`src/rtl/cpp_map.vh`:
```
// constants for the ccd front-end pixel port
`ifndef CPP_MAP_VH
`define CPP_MAP_VH

// pixel word layout
`define CPP_PIXEL_W 12
`define CPP_PIXEL_MSB 11
`define CPP_PIXEL_LSB 0
`define CPP_PIXEL_MAX 12'hfff

// latency pipe stages in output-clock cycles, before the output register
`define CPP_LATENCY 6

// pixel buffer
`define CPP_FIFO_DEPTH 8
`define CPP_FIFO_AW 3

// serial configuration word
`define CPP_CFG_W 16
`define CPP_CFG_RESET 16'h0008
`define CPP_OB_CODE_LSB 0
`define CPP_OB_CODE_W 5

// black clamp level = base + step * code
`define CPP_OB_BASE 12'h040
`define CPP_OB_STEP_SHIFT 3

// loop offset range
`define CPP_OFS_W 13

// clock and far-side timing figures
`define CPP_SYS_CLK_PERIOD_PS 25000
`define CPP_PIXEL_PERIOD_MIN_PS 27700
`define CPP_REF_TO_LEVEL_MIN_PS 5000
`define CPP_LEVEL_TO_REF_MIN_PS 5200
`define CPP_PIXEL_PERIOD_MIN_CYC 2

`endif

```
`src/rtl/cpp_fifo.v`:
```
// parameterised flip-flop fifo with valid/ready on both sides
`timescale 1ns/1ps
`default_nettype none
module cpp_fifo #(
    parameter W = 12,
    parameter DEPTH = 8,
    parameter AW = 3
) (
    // clock and reset
    input wire sys_clk,
    input wire rst,
    // fill side
    input wire in_valid,
    output wire in_ready,
    input wire [W-1:0] in_data,
    // drain side
    output wire out_valid,
    input wire out_ready,
    output wire [W-1:0] out_data
);
    reg [W-1:0] mem_r [0:DEPTH-1];
    reg [AW-1:0] wr_ptr_r;
    reg [AW-1:0] rd_ptr_r;
    reg [AW:0] count_r;
    wire push;
    wire pop;

    // honest flags straight from the occupancy count
    assign in_ready = (count_r != DEPTH[AW:0]);
    assign out_valid = (count_r != {(AW+1){1'b0}});
    assign out_data = mem_r[rd_ptr_r];
    assign push = in_valid & in_ready;
    assign pop = out_valid & out_ready;

    // pointers and count; depth must be a power of two
    always @(posedge sys_clk or posedge rst) begin
        if (rst) begin
            wr_ptr_r <= {AW{1'b0}};
            rd_ptr_r <= {AW{1'b0}};
            count_r <= {(AW+1){1'b0}};
        end else begin
            if (push)
                wr_ptr_r <= wr_ptr_r + 1'b1;
            if (pop)
                rd_ptr_r <= rd_ptr_r + 1'b1;
            if (push & ~pop)
                count_r <= count_r + 1'b1;
            else if (pop & ~push)
                count_r <= count_r - 1'b1;
        end
    end

    // storage, no reset needed on the data
    always @(posedge sys_clk) begin
        if (push)
            mem_r[wr_ptr_r] <= in_data;
    end
endmodule
`default_nettype wire

```
`src/rtl/cpp_pixel_port.v`:
```
// pixel timing, correlated sampling, clamps, serial config and output port
// Operation
// each pixel leaves as a 12-bit word with bit 11 the msb and bit 0 the lsb.
// the output word register changes only on a rising edge of the output word clock.
// the reference level is captured on each rising edge of the reference sample strobe.
// the data level is captured on each rising edge of the level sample strobe.
// the generator leaves at least 5.0 ns from reference strobe end to level strobe start.
// the generator leaves at least 5.2 ns from level strobe end to next reference strobe.
// no output clock rise from 9 ns before to 13 ns after a reference strobe rise.
// no output clock rise from 8 ns before up to a level strobe rise.
// serial bits shift in on the serial clock and the load strobe latches the word.
// the generator keeps the pixel period at 27.7 ns or longer.
// each pixel word appears six output clock cycles after its sampling strobes; the code takes seven, six pipe stages plus the output register.
// the input clamp acts only while dummy clamp and reference strobes are both high.
// while the black clamp strobe is high the black offset loop calibrates.
`timescale 1ns/1ps
`default_nettype none
`include "cpp_map.vh"
module cpp_pixel_port #(
    parameter PIXEL_W = `CPP_PIXEL_W,
    parameter LATENCY = `CPP_LATENCY,
    parameter FIFO_DEPTH = `CPP_FIFO_DEPTH,
    parameter FIFO_AW = `CPP_FIFO_AW,
    parameter CFG_W = `CPP_CFG_W
) (
    // clock and reset
    input wire sys_clk,
    input wire rst,
    // sensor level, digitised stand-in for the analog input
    input wire [PIXEL_W-1:0] sensor_level,
    // timing generator strobes
    input wire reference_sample_strobe,
    input wire level_sample_strobe,
    input wire dummy_pixel_clamp_strobe,
    input wire black_pixel_clamp_strobe,
    input wire output_word_clock,
    // serial configuration
    input wire config_serial_clk,
    input wire config_serial_in,
    input wire config_load_strobe,
    // pixel output
    output wire [PIXEL_W-1:0] pixel_out,
    output wire pixel_out_msb,
    output wire pixel_out_lsb,
    output wire pixel_out_valid,
    // status
    output wire input_clamp_active,
    output wire black_cal_active,
    output wire pixel_overflow,
    output wire [CFG_W-1:0] config_word
);
    localparam OFS_W = `CPP_OFS_W;
    // sampling states
    localparam S_WAIT_REF = 2'h0;
    localparam S_WAIT_LEVEL = 2'h1;
    localparam S_PUSH = 2'h2;

    reg ref_d_r, lvl_d_r, oclk_d_r, sclk_d_r, load_d_r;
    reg [1:0] state_r, state_nxt;
    reg [PIXEL_W-1:0] ref_level_r;
    reg [PIXEL_W-1:0] cds_word_r;
    reg cds_clamped_r;
    reg [OFS_W-1:0] black_ofs_r;
    reg [CFG_W-1:0] shift_r;
    reg [CFG_W-1:0] cfg_r;
    reg [PIXEL_W-1:0] out_word_r;
    reg out_valid_r;
    reg overflow_r;
    wire ref_rise, lvl_rise, oclk_rise, sclk_rise, load_rise;
    wire clamp_now;
    wire [PIXEL_W:0] cds_diff;
    wire [OFS_W:0] corrected;
    wire [PIXEL_W-1:0] pixel_word;
    wire [PIXEL_W-1:0] black_target;
    wire fifo_in_valid, fifo_in_ready, fifo_out_valid;
    wire [PIXEL_W-1:0] fifo_out_data;

    // edge detects; inputs arrive synchronous to sys_clk
    assign ref_rise = reference_sample_strobe & ~ref_d_r;
    assign lvl_rise = level_sample_strobe & ~lvl_d_r;
    assign oclk_rise = output_word_clock & ~oclk_d_r;
    assign sclk_rise = config_serial_clk & ~sclk_d_r;
    assign load_rise = config_load_strobe & ~load_d_r;

    always @(posedge sys_clk or posedge rst) begin
        if (rst) begin
            ref_d_r <= 1'b0;
            lvl_d_r <= 1'b0;
            oclk_d_r <= 1'b0;
            sclk_d_r <= 1'b0;
            load_d_r <= 1'b0;
        end else begin
            ref_d_r <= reference_sample_strobe;
            lvl_d_r <= level_sample_strobe;
            oclk_d_r <= output_word_clock;
            sclk_d_r <= config_serial_clk;
            load_d_r <= config_load_strobe;
        end
    end

    // clamp gate needs both strobes
    assign clamp_now = dummy_pixel_clamp_strobe & reference_sample_strobe;
    assign input_clamp_active = clamp_now;
    assign black_cal_active = black_pixel_clamp_strobe;

    // shift on serial clock, latch on load strobe
    always @(posedge sys_clk or posedge rst) begin
        if (rst) begin
            shift_r <= {CFG_W{1'b0}};
            cfg_r <= `CPP_CFG_RESET;
        end else begin
            if (sclk_rise)
                shift_r <= {shift_r[CFG_W-2:0], config_serial_in};
            if (load_rise)
                cfg_r <= shift_r;
        end
    end
    assign config_word = cfg_r;

    // black clamp level from the configured code
    assign black_target = `CPP_OB_BASE
        + ({{(PIXEL_W-`CPP_OB_CODE_W){1'b0}},
            cfg_r[`CPP_OB_CODE_LSB +: `CPP_OB_CODE_W]} << `CPP_OB_STEP_SHIFT);

    // sampling sequence: reference then level then push
    always @* begin
        state_nxt = state_r;
        case (state_r)
            S_WAIT_REF: begin
                if (ref_rise)
                    state_nxt = S_WAIT_LEVEL;
            end
            S_WAIT_LEVEL: begin
                if (lvl_rise)
                    state_nxt = S_PUSH;
            end
            S_PUSH: begin
                // a full buffer drops the pixel rather than stall the sensor
                state_nxt = S_WAIT_REF;
            end
            default: state_nxt = S_WAIT_REF;
        endcase
    end

    // difference of the two samples, floored at zero
    assign cds_diff = {1'b0, sensor_level} - {1'b0, ref_level_r};

    always @(posedge sys_clk or posedge rst) begin
        if (rst) begin
            state_r <= S_WAIT_REF;
            ref_level_r <= {PIXEL_W{1'b0}};
            cds_word_r <= {PIXEL_W{1'b0}};
            cds_clamped_r <= 1'b0;
        end else begin
            state_r <= state_nxt;
            // reference capture
            if (state_r == S_WAIT_REF && ref_rise) begin
                ref_level_r <= sensor_level;
                cds_clamped_r <= clamp_now;
            end
            // level capture
            if (state_r == S_WAIT_LEVEL && lvl_rise)
                cds_word_r <= cds_diff[PIXEL_W] ? {PIXEL_W{1'b0}} : cds_diff[PIXEL_W-1:0];
        end
    end

    // offset correction, saturated to the word range
    assign corrected = {{(OFS_W-PIXEL_W+1){1'b0}}, cds_word_r}
        + {black_ofs_r[OFS_W-1], black_ofs_r};
    assign pixel_word = corrected[OFS_W] ? {PIXEL_W{1'b0}} :
        (|corrected[OFS_W-1:PIXEL_W]) ? `CPP_PIXEL_MAX : corrected[PIXEL_W-1:0];

    // one offset step per pixel during black pixels
    always @(posedge sys_clk or posedge rst) begin
        if (rst) begin
            black_ofs_r <= {OFS_W{1'b0}};
        end else if (state_r == S_PUSH && black_pixel_clamp_strobe) begin
            if (pixel_word < black_target)
                black_ofs_r <= black_ofs_r + 1'b1;
            else if (pixel_word > black_target)
                black_ofs_r <= black_ofs_r - 1'b1;
        end
    end

    // clamped reference pixels leave as zero
    assign fifo_in_valid = (state_r == S_PUSH);

    cpp_fifo #(
        .W(PIXEL_W),
        .DEPTH(FIFO_DEPTH),
        .AW(FIFO_AW)
    ) u_fifo (
        .sys_clk(sys_clk),
        .rst(rst),
        .in_valid(fifo_in_valid),
        .in_ready(fifo_in_ready),
        .in_data(cds_clamped_r ? {PIXEL_W{1'b0}} : pixel_word),
        .out_valid(fifo_out_valid),
        .out_ready(oclk_rise),
        .out_data(fifo_out_data)
    );

    // sticky overflow: a push refused by a full buffer
    always @(posedge sys_clk or posedge rst) begin
        if (rst)
            overflow_r <= 1'b0;
        else if (fifo_in_valid & ~fifo_in_ready)
            overflow_r <= 1'b1;
    end
    assign pixel_overflow = overflow_r;

    // latency pipe advances once per output clock
    genvar gi;
    generate
        for (gi = 0; gi < LATENCY; gi = gi + 1) begin : g_pipe
            reg [PIXEL_W-1:0] data_r;
            reg valid_r;
            wire [PIXEL_W-1:0] data_in;
            wire valid_in;
            // per-stage registers keep one driver each
            if (gi == 0) begin : g_head
                assign data_in = fifo_out_data;
                assign valid_in = fifo_out_valid;
            end else begin : g_link
                assign data_in = g_pipe[gi-1].data_r;
                assign valid_in = g_pipe[gi-1].valid_r;
            end
            // stage shifts on each output clock
            always @(posedge sys_clk or posedge rst) begin
                if (rst) begin
                    data_r <= {PIXEL_W{1'b0}};
                    valid_r <= 1'b0;
                end else if (oclk_rise) begin
                    data_r <= data_in;
                    valid_r <= valid_in;
                end
            end
        end
    endgenerate

    // output register on the output clock edge
    always @(posedge sys_clk or posedge rst) begin
        if (rst) begin
            out_word_r <= {PIXEL_W{1'b0}};
            out_valid_r <= 1'b0;
        end else if (oclk_rise) begin
            out_word_r <= g_pipe[LATENCY-1].data_r;
            out_valid_r <= g_pipe[LATENCY-1].valid_r;
        end
    end

    // bit 11 msb, bit 0 lsb
    assign pixel_out = out_word_r;
    assign pixel_out_msb = out_word_r[`CPP_PIXEL_MSB];
    assign pixel_out_lsb = out_word_r[`CPP_PIXEL_LSB];
    assign pixel_out_valid = out_valid_r;
endmodule
`default_nettype wire

```
`config.mk`:
```
export PLATFORM = sky130hd
export DESIGN_NAME = cpp_pixel_port
export DESIGN_NICKNAME = d
export VERILOG_FILES = /design/src/rtl/cpp_fifo.v /design/src/rtl/cpp_pixel_port.v
export VERILOG_INCLUDE_DIRS = /design/src /design/src/rtl
export SDC_FILE = /design/constraint.sdc
export NUM_CORES = 1
export LEC_CHECK = 0
export BUFFER_PORTS_ARGS = -buffer_cell sky130_fd_sc_hd__buf_2
export CAP_MARGIN = 5
export CORE_MARGIN = 4
export CORE_UTILIZATION = 30
export DETAILED_ROUTE_END_ITERATION = 6
export PLACE_DENSITY = 0.52
export SYNTH_ARGS = -nofsm -noshare
export SYNTH_HDL_FRONTEND = slang
export SYNTH_SLANG_ARGS = --single-unit
```
`constraint.sdc`:
```
create_clock -name sys_clk -period 9.7 [get_ports sys_clk]
set_input_delay 1.94 -clock sys_clk [delete_from_list [all_inputs] [get_ports sys_clk]]
set_output_delay 1.94 -clock sys_clk [all_outputs]
set_load 0.02 [all_outputs]
```
# Yosys cells after proc, flatten, opt, wreduce, memory -nomap -nowiden
# Memory sizes are Yosys's and may differ from the RTL's. A register that Yosys moved wholly into a read port is not among the register bits.
# Cells that the tools add are included.
classes:
  n_addsub: 9
  n_lt_le_gt_ge: 2
  n_eq_ne: 5
  n_mux: 13
  n_bitwise: 19
  reduce_logical: 9
op_table:
  columns: ["cell", "count"]
  rows:
  - ["two-way mux 12 bit", 4]
  - ["two-way mux 13 bit", 2]
  - ["adder 13 x 13 -> 14 bit", 1]
  - ["adder 13 x 1 -> 13 bit, second input constant", 1]
  - ["subtractor 12 x 12 -> 13 bit", 1]
  - ["subtractor 13 x 1 -> 13 bit, second input constant", 1]
  - ["> comparator 12 x 9 -> 1 bit", 1]
  - ["< comparator 12 x 9 -> 1 bit", 1]
  - ["bitwise AND 1 bit", 11]
  - ["adder 7 x 8 -> 9 bit, first input constant", 1]
  - ["two-way mux 4 bit", 2]
  - ["inverter 1 bit", 8]
  - ["adder 3 x 1 -> 3 bit, second input constant", 2]
  - ["adder 4 x 1 -> 4 bit, second input constant", 1]
  - ["two-way mux 2 bit", 2]
  - ["inequality test 2 bit, second input constant", 2]
  - ["inequality test 4 bit, second input constant", 1]
  - ["one-hot mux 2 bit (2 select lines)", 1]
  - ["AND reduction 2 bit", 2]
  - ["nonzero test 2 bit", 2]
  - ["nonzero test 4 bit", 1]
  - ["subtractor 4 x 1 -> 4 bit, second input constant", 1]
  - ["logical AND 1 bit", 3]
  - ["== test 2 x 1 -> 1 bit, second input constant", 1]
  - ["3 further kinds", 4]
word_totals:
  ff_bits: 167
  ram_bits: 96
  inputBits: 22
  output_inout_bits: 34
  elab_cells: 87
  n_memories: 1
mem_list:
  columns: ["name", "words", "width", "read_ports", "rd_ports_with_merged_regs", "write_ports", "line", "text"]
  rows:
  - ["u_fifo.mem_r", 8, 12, 1, 1, 1, "cpp_fifo.v:21", "reg [W-1:0] mem_r [0:DEPTH-1];"]

# Depth between registers and ports, before layout
depth:
  ltp_word: 6
  mapped_depth: 28
  depth_no_buf: 27

# Hierarchy
# From an unflattened synthesis, not the netlist that was laid out.
unflattened:
  cells_unflattened: 886
  area_unflattened_um2: 12613.3
modules_own_cells:
  columns: ["module", "instances", "cells_each", "area_per_inst_um2", "seq_area_each_um2"]
  rows:
  - ["cpp_pixel_port", 1, 684, 8291.7, 4230.3]
  - ["cpp_fifo", 1, 202, 4321.6, 3133.0]

# Worst setup path after synthesis
# No wires, ideal clock.
synth_path:
  kind: "flip-flop to flip-flop"
  startpoint: "register cds_word_r[0]"
  endpoint: "register black_ofs_r[12]"
  setup_time_ns: 0.080
  arrival_time_ns: 5.810
  required_time_ns: 9.620
  slack_ns: 3.811
  path_stages_with_launch: 28
  path_buffers: 1
  period_less_slack_ns: 5.889
  cell_sequence: "dfrtp_1 -> ha_1 -> fa_1 -> a211oi_2 -> nor3_1 -> nor3_1 -> a31oi_1 -> xnor2_1 -> clkbuf_1 -> nor2_1 -> nor2_1 -> ha_1 -> a21o_1 -> a21o_1 -> a21o_1 -> a21oi_1 -> o21a_1 -> nand2_1 -> ha_1 -> nor2b_1 -> o21ai_0 -> a21boi_0 -> o41ai_1 -> o221ai_1 -> o41ai_1 -> and3b_1 -> o21ai_1 -> xnor2_1"
synth_via:
  elab_chain_cells: 6
  word_cells_on_any_way: 8
  cone_classes: "add/sub (1); order compare (2); mux (3); reduce/logical (2)"
synth_lines:
  columns: ["item", "line", "text"]
  rows:
  - ["start: declaration", "cpp_pixel_port.v:61", "reg [PIXEL_W-1:0] cds_word_r;"]
  - ["start signal: assignment", "cpp_pixel_port.v:152", "cds_word_r <= {PIXEL_W{1'b0}};"]
  - ["start signal: assignment", "cpp_pixel_port.v:163", "cds_word_r <= cds_diff[PIXEL_W] ? {PIXEL_W{1'b0}} : cds_diff[PIXEL_W-1:0];"]
  - ["adder 13 x 13 -> 14 bit *", "cpp_pixel_port.v:169", "+ {black_ofs_r[OFS_W-1], black_ofs_r};"]
  - ["two-way mux 12 bit", "cpp_pixel_port.v:171", "(|corrected[OFS_W-1:PIXEL_W]) ? `CPP_PIXEL_MAX : corrected[PIXEL_W-1:0];"]
  - ["two-way mux 12 bit *", "cpp_pixel_port.v:170", "assign pixel_word = corrected[OFS_W] ? {PIXEL_W{1'b0}} :"]
  - ["< comparator 12 x 9 -> 1 bit / > comparator 12 x 9 -> 1 bit (equally long branches)", "cpp_pixel_port.v:178, cpp_pixel_port.v:180", null]
  - ["nonzero test 2 bit (no source line)", null, null]
  - ["AND reduction 2 bit (no source line)", null, null]
  - ["end signal: assignment", "cpp_pixel_port.v:176", "black_ofs_r <= {OFS_W{1'b0}};"]
  - ["end signal: assignment", "cpp_pixel_port.v:179", "black_ofs_r <= black_ofs_r + 1'b1;"]
  - ["end signal: assignment", "cpp_pixel_port.v:181", "black_ofs_r <= black_ofs_r - 1'b1;"]
  - ["end: declaration", "cpp_pixel_port.v:63", "reg [OFS_W-1:0] black_ofs_r;"]
# Mark *: on every way between the ends. The rest lies on a longest branch, timed or not.
# A chain may end at the register's enable or synchronous reset.

# Worst setup path after layout
# Same ends and word-level chain as after synthesis.

==> summary.md <==
| Metric | Value |
|---|---|
| Area grow syn2layout | 16.19% |
| Final setup fails | 0 |
| Crit path from | cds_word_r[0] |
| Initial antenna violation count | 1 |
| DR DRC count | 0 |
| GP Congestion | 0.8102 |
| H-tree depth | 1 |
| Reg-to-reg slack, setup | 2.75 ns |
| Synthesized net count | 1087 |
| Resize count post-CTS | 0 |
| Post-Layout Cell Count | 1623 |
| Place WS | 2.763 ns |
| Worst Clk Skew | 0.01253 ns |
| Synth top area cells | dfrtp_1, edfxtp_1, nand2_1 |
| Worst path bufs/invs | 0 |
| Initial DRT Pass Iterations | 4 |
| Hold path depth | 2 |
| Leading area contributor after synthesis | dfrtp_1 |
| Die width | 209.9 µm |
| First-iteration detailed-routing DRC count | 407 |
| Minimum clock period | 6.948 ns |
| Worst EP arrival | 7.42 ns |
| Int Pwr | 3.206 mW |
| Distinct cells, synth | 57 |
| HPWL Detailed | 14530 µm |
| Final Hold Viols | 0 |
| #FFs+latches synth | 275 |
| Setup TNS | 0 ns |
| Unrepaired setup endpoints after global routing | false |
| CP endpoint kind | flop |
| Tcrit/Tclk final | 71.63% |
| Final WL | 23340 µm |
| Avg Cell Area, Syn | 12.06 µm² |
| Clk slew on worst S/H paths | 0.06 ns |
| Critical Path Slowest Stage Cell | xnor2_1 |
| Worst relative slew slack | 25.63% |
| First-pass GRT wire length | 39390 µm |
| IO Port Bufs | 55 |
| Max-slew violation count | 0 |
| CP startpoint kind | flop |
| Async SR Flop Fraction | 65.09% |
| Largest net degree at the start of global routing | 105 |
| Clock network fraction of total power | 24.8% |
| Net Switching | 1.747 mW |
| Critical path's top delay family | compound AO/OA/AOI/OAI gates |
| Nets | 1147 |
| Via Count | 7320 |
| Top_reg_cell synth | dfrtp_1 |
| GRT Overall Usage | 10.73% |
| Cts hold-fix bufs | 0 |
| Yosys warns | 0 |
| Core area | 40010 µm² |
| Pwr dens | 348.5 nW/µm² |
| Post-CTS Setup Repair Bufs | 0 |
| CP max FO | 14 |
| CTS tree | built |
| Min-delay src | g_pipe[3].data_r[2] |
| Total CTS buffers | 30 |
| Max Fclk | 0.1439 GHz |
| Hold Slack | 0.4622 ns |
| Sw Share | 35.27% |
| Ports | 56 |
| Worst vdd ir | 173.2 µV |
| Max incr delay on CP | 0.88 ns |
| Comb pwr share | 39.3% |
| GRT overflow | 0 |
| Worst Hold Class | flop to flop |
| Clk Latency, worst-skew pair | 0.56 ns |
| Critical path type | flop to flop |
| RR Endpoint | black_ofs_r[12] |
| R2R depth | 26 |
| Clock root buffer | clkbuf_16 |
| Post-synthesis sequential area ratio | 60.20% |
| Final core utilization | 35.52% |
| Req. time, crit path | 10.17 ns |
| Post-synth top area share | 36.42% |
| Worst hold path endpoint | g_pipe[4].data_r[2] |
| Reg power frac | 35.9% |
| Reg2reg start | cds_word_r[0] |
| Vias in the first global route | 7615 |
| P_leak | 6.326 nW |
| Worst-Margin Slew | 1.108 ns |
| CTS Buffer Depth | 3 |
| Status | completed |
| Post-Place Cells | 1567 |
| Number of synthesized flops with an enable pin | 96 |
| Final antenna-violating net count | 0 |
| Synth Instances | 1014 |
| Fin worst setup slack | 2.752 ns |
| Die area | 44060 µm² |
| Ant. Diodes | 0 |
| Clock Sinks | 275 |
| Post-DR wirelength/cell | 14.38 µm |
| Row count | 73 |
| DR vias/cell | 4.510 |
| Cell area after synthesis | 12230 µm² |
| Maximum Capacitance Violations | 0 |
| Layout cells sized above 1 | 19.03% |
| Initial core utilization | 30.57% |
| Die H | 209.9 µm |
## registers in the layout (all words and copies together), names as in the netlist
name and cells:
black_ofs_r 13, cds_clamped_r 1, cds_word_r 12, config_word 16, g_pipe.data_r 72, g_pipe.valid_r 6
load_d_r 1, lvl_d_r 1, oclk_d_r 1, pixel_out 12, pixel_out_valid 1, pixel_overflow 1
ref_d_r 1, ref_level_r 12, sclk_d_r 1, shift_r 16, state_r 2, u_fifo.count_r 4
u_fifo.mem_r 96, u_fifo.rd_ptr_r 3, u_fifo.wr_ptr_r 3
## cell families (layout without fill, tap and decap cells)
| kind of cell | count (synthesis) | count (layout) | synth area share (%) |
|---|---|---|---|
| compound gates | 126 | 126 | 7.049 |
| xor+xnor | 38 | 38 | 2.721 |
| fa+ha+maj | 51 | 51 | 5.463 |
| buf+inv | 78 | 162 | 2.558 |
| flops | 275 | 275 | 60.20 |
| mux | 81 | 81 | 9.729 |
| simple gates | 365 | 365 | 12.28 |
## metrics by stage
step	instance area, µm²	power, mW
detailed placement	13130	3.768
finish	14210	4.953
CTS	14210	5.031
global placement	13130	3.724
floorplan	12230	3.307
global route	14210	5.354
## cell type report
cell class | count | area (µm²)
inverter | 35 | 138.9
clock buffer | 33 | 783.3
multi-input combinational | 661 | 4576
fill | 3969 | 25790
clock inverter | 23 | 297.8
tap | 525 | 656.9
sequential | 275 | 7363
timing repair buffer | 71 | 395.4
## tightest hold or removal path, stage by stage, from the launching register on
cell	delay [ns]
dfrtp_1	0.34
nand2_1	0.05
nand2_1	0.04
## worst max-delay path by stage
stage | slack (ns) | end | cells past startpoint
2_1_floorplan | 2.90 | black_ofs_r[0] | 1
3_3_place_gp | 2.89 | black_ofs_r[12] | 26
3_5_place_dp | 2.76 | black_ofs_r[12] | 26
4_1_cts | 2.72 | black_ofs_r[12] | 26
5_1_grt | 2.00 | black_ofs_r[12] | 26
6_report | 2.75 | black_ofs_r[12] | 26
## power by group through the flow
stage          Clock (mW)  Combinational (mW)  Sequential [mW]
2_1_floorplan           0                1.52             1.79
3_3_place_gp            0                1.93             1.80
3_5_place_dp            0                1.96             1.81
4_1_cts              1.27                1.98             1.78
5_1_grt              1.31                2.22             1.82
6_report             1.23                1.95             1.78
## layout by cell type (no fill, tap or decap), drive strengths merged, types with 11 or more instances in the layout
| master | count |
|---|---|
| a21o | 16 |
| a21oi | 21 |
| a22o | 11 |
| buf | 71 |
| clkbuf | 33 |
| dfrtp | 178 |
| edfxtp | 96 |
| ha | 47 |
| inv | 36 |
| mux2 | 45 |
| mux2i | 12 |
| mux4 | 24 |
| nand2 | 273 |
| nor2 | 33 |
| nor2b | 11 |
| nor3 | 18 |
| o21ai | 35 |
| xnor2 | 28 |
## cells in the mapped netlist (3+ instances only)
| cell | count |
|---|---|
| buf_4 | 3 |
| nand2_1 | 273 |
| clkbuf_1 | 32 |
| fa_1 | 4 |
| o21ai_0 | 32 |
| a21o_1 | 16 |
| mux4_2 | 24 |
| a211oi_2 | 3 |
| nor2b_1 | 11 |
| nand2b_1 | 8 |
| buf_1 | 6 |
| a31o_2 | 3 |
| a211o_1 | 3 |
| a31oi_1 | 3 |
| xnor2_1 | 28 |
| mux2_2 | 39 |
| nand3_1 | 6 |
| a22o_1 | 11 |
| ha_1 | 47 |
| nor3_1 | 17 |
| o21a_1 | 8 |
| or3_1 | 3 |
| a21oi_1 | 19 |
| mux2i_1 | 12 |
| nand4_1 | 3 |
| dfrtp_1 | 178 |
| inv_1 | 35 |
| o41ai_1 | 4 |
| nor2_1 | 33 |
| o21bai_1 | 6 |
| o21ai_1 | 3 |
| edfxtp_1 | 96 |
| mux2_4 | 6 |
| xor2_1 | 10 |
## layer usage
metal  vias to the layer above  GRT usage [%]  share of wire (%)
met2                        96          17.98                 47
li1                       3643              -                  -
met1                      3528          13.99                 47
met4                         2          3.240                3.1
met5                         -              0              0.047
met3                        51          2.407                3.5
Note: power is estimated with default switching activity, not from simulation.
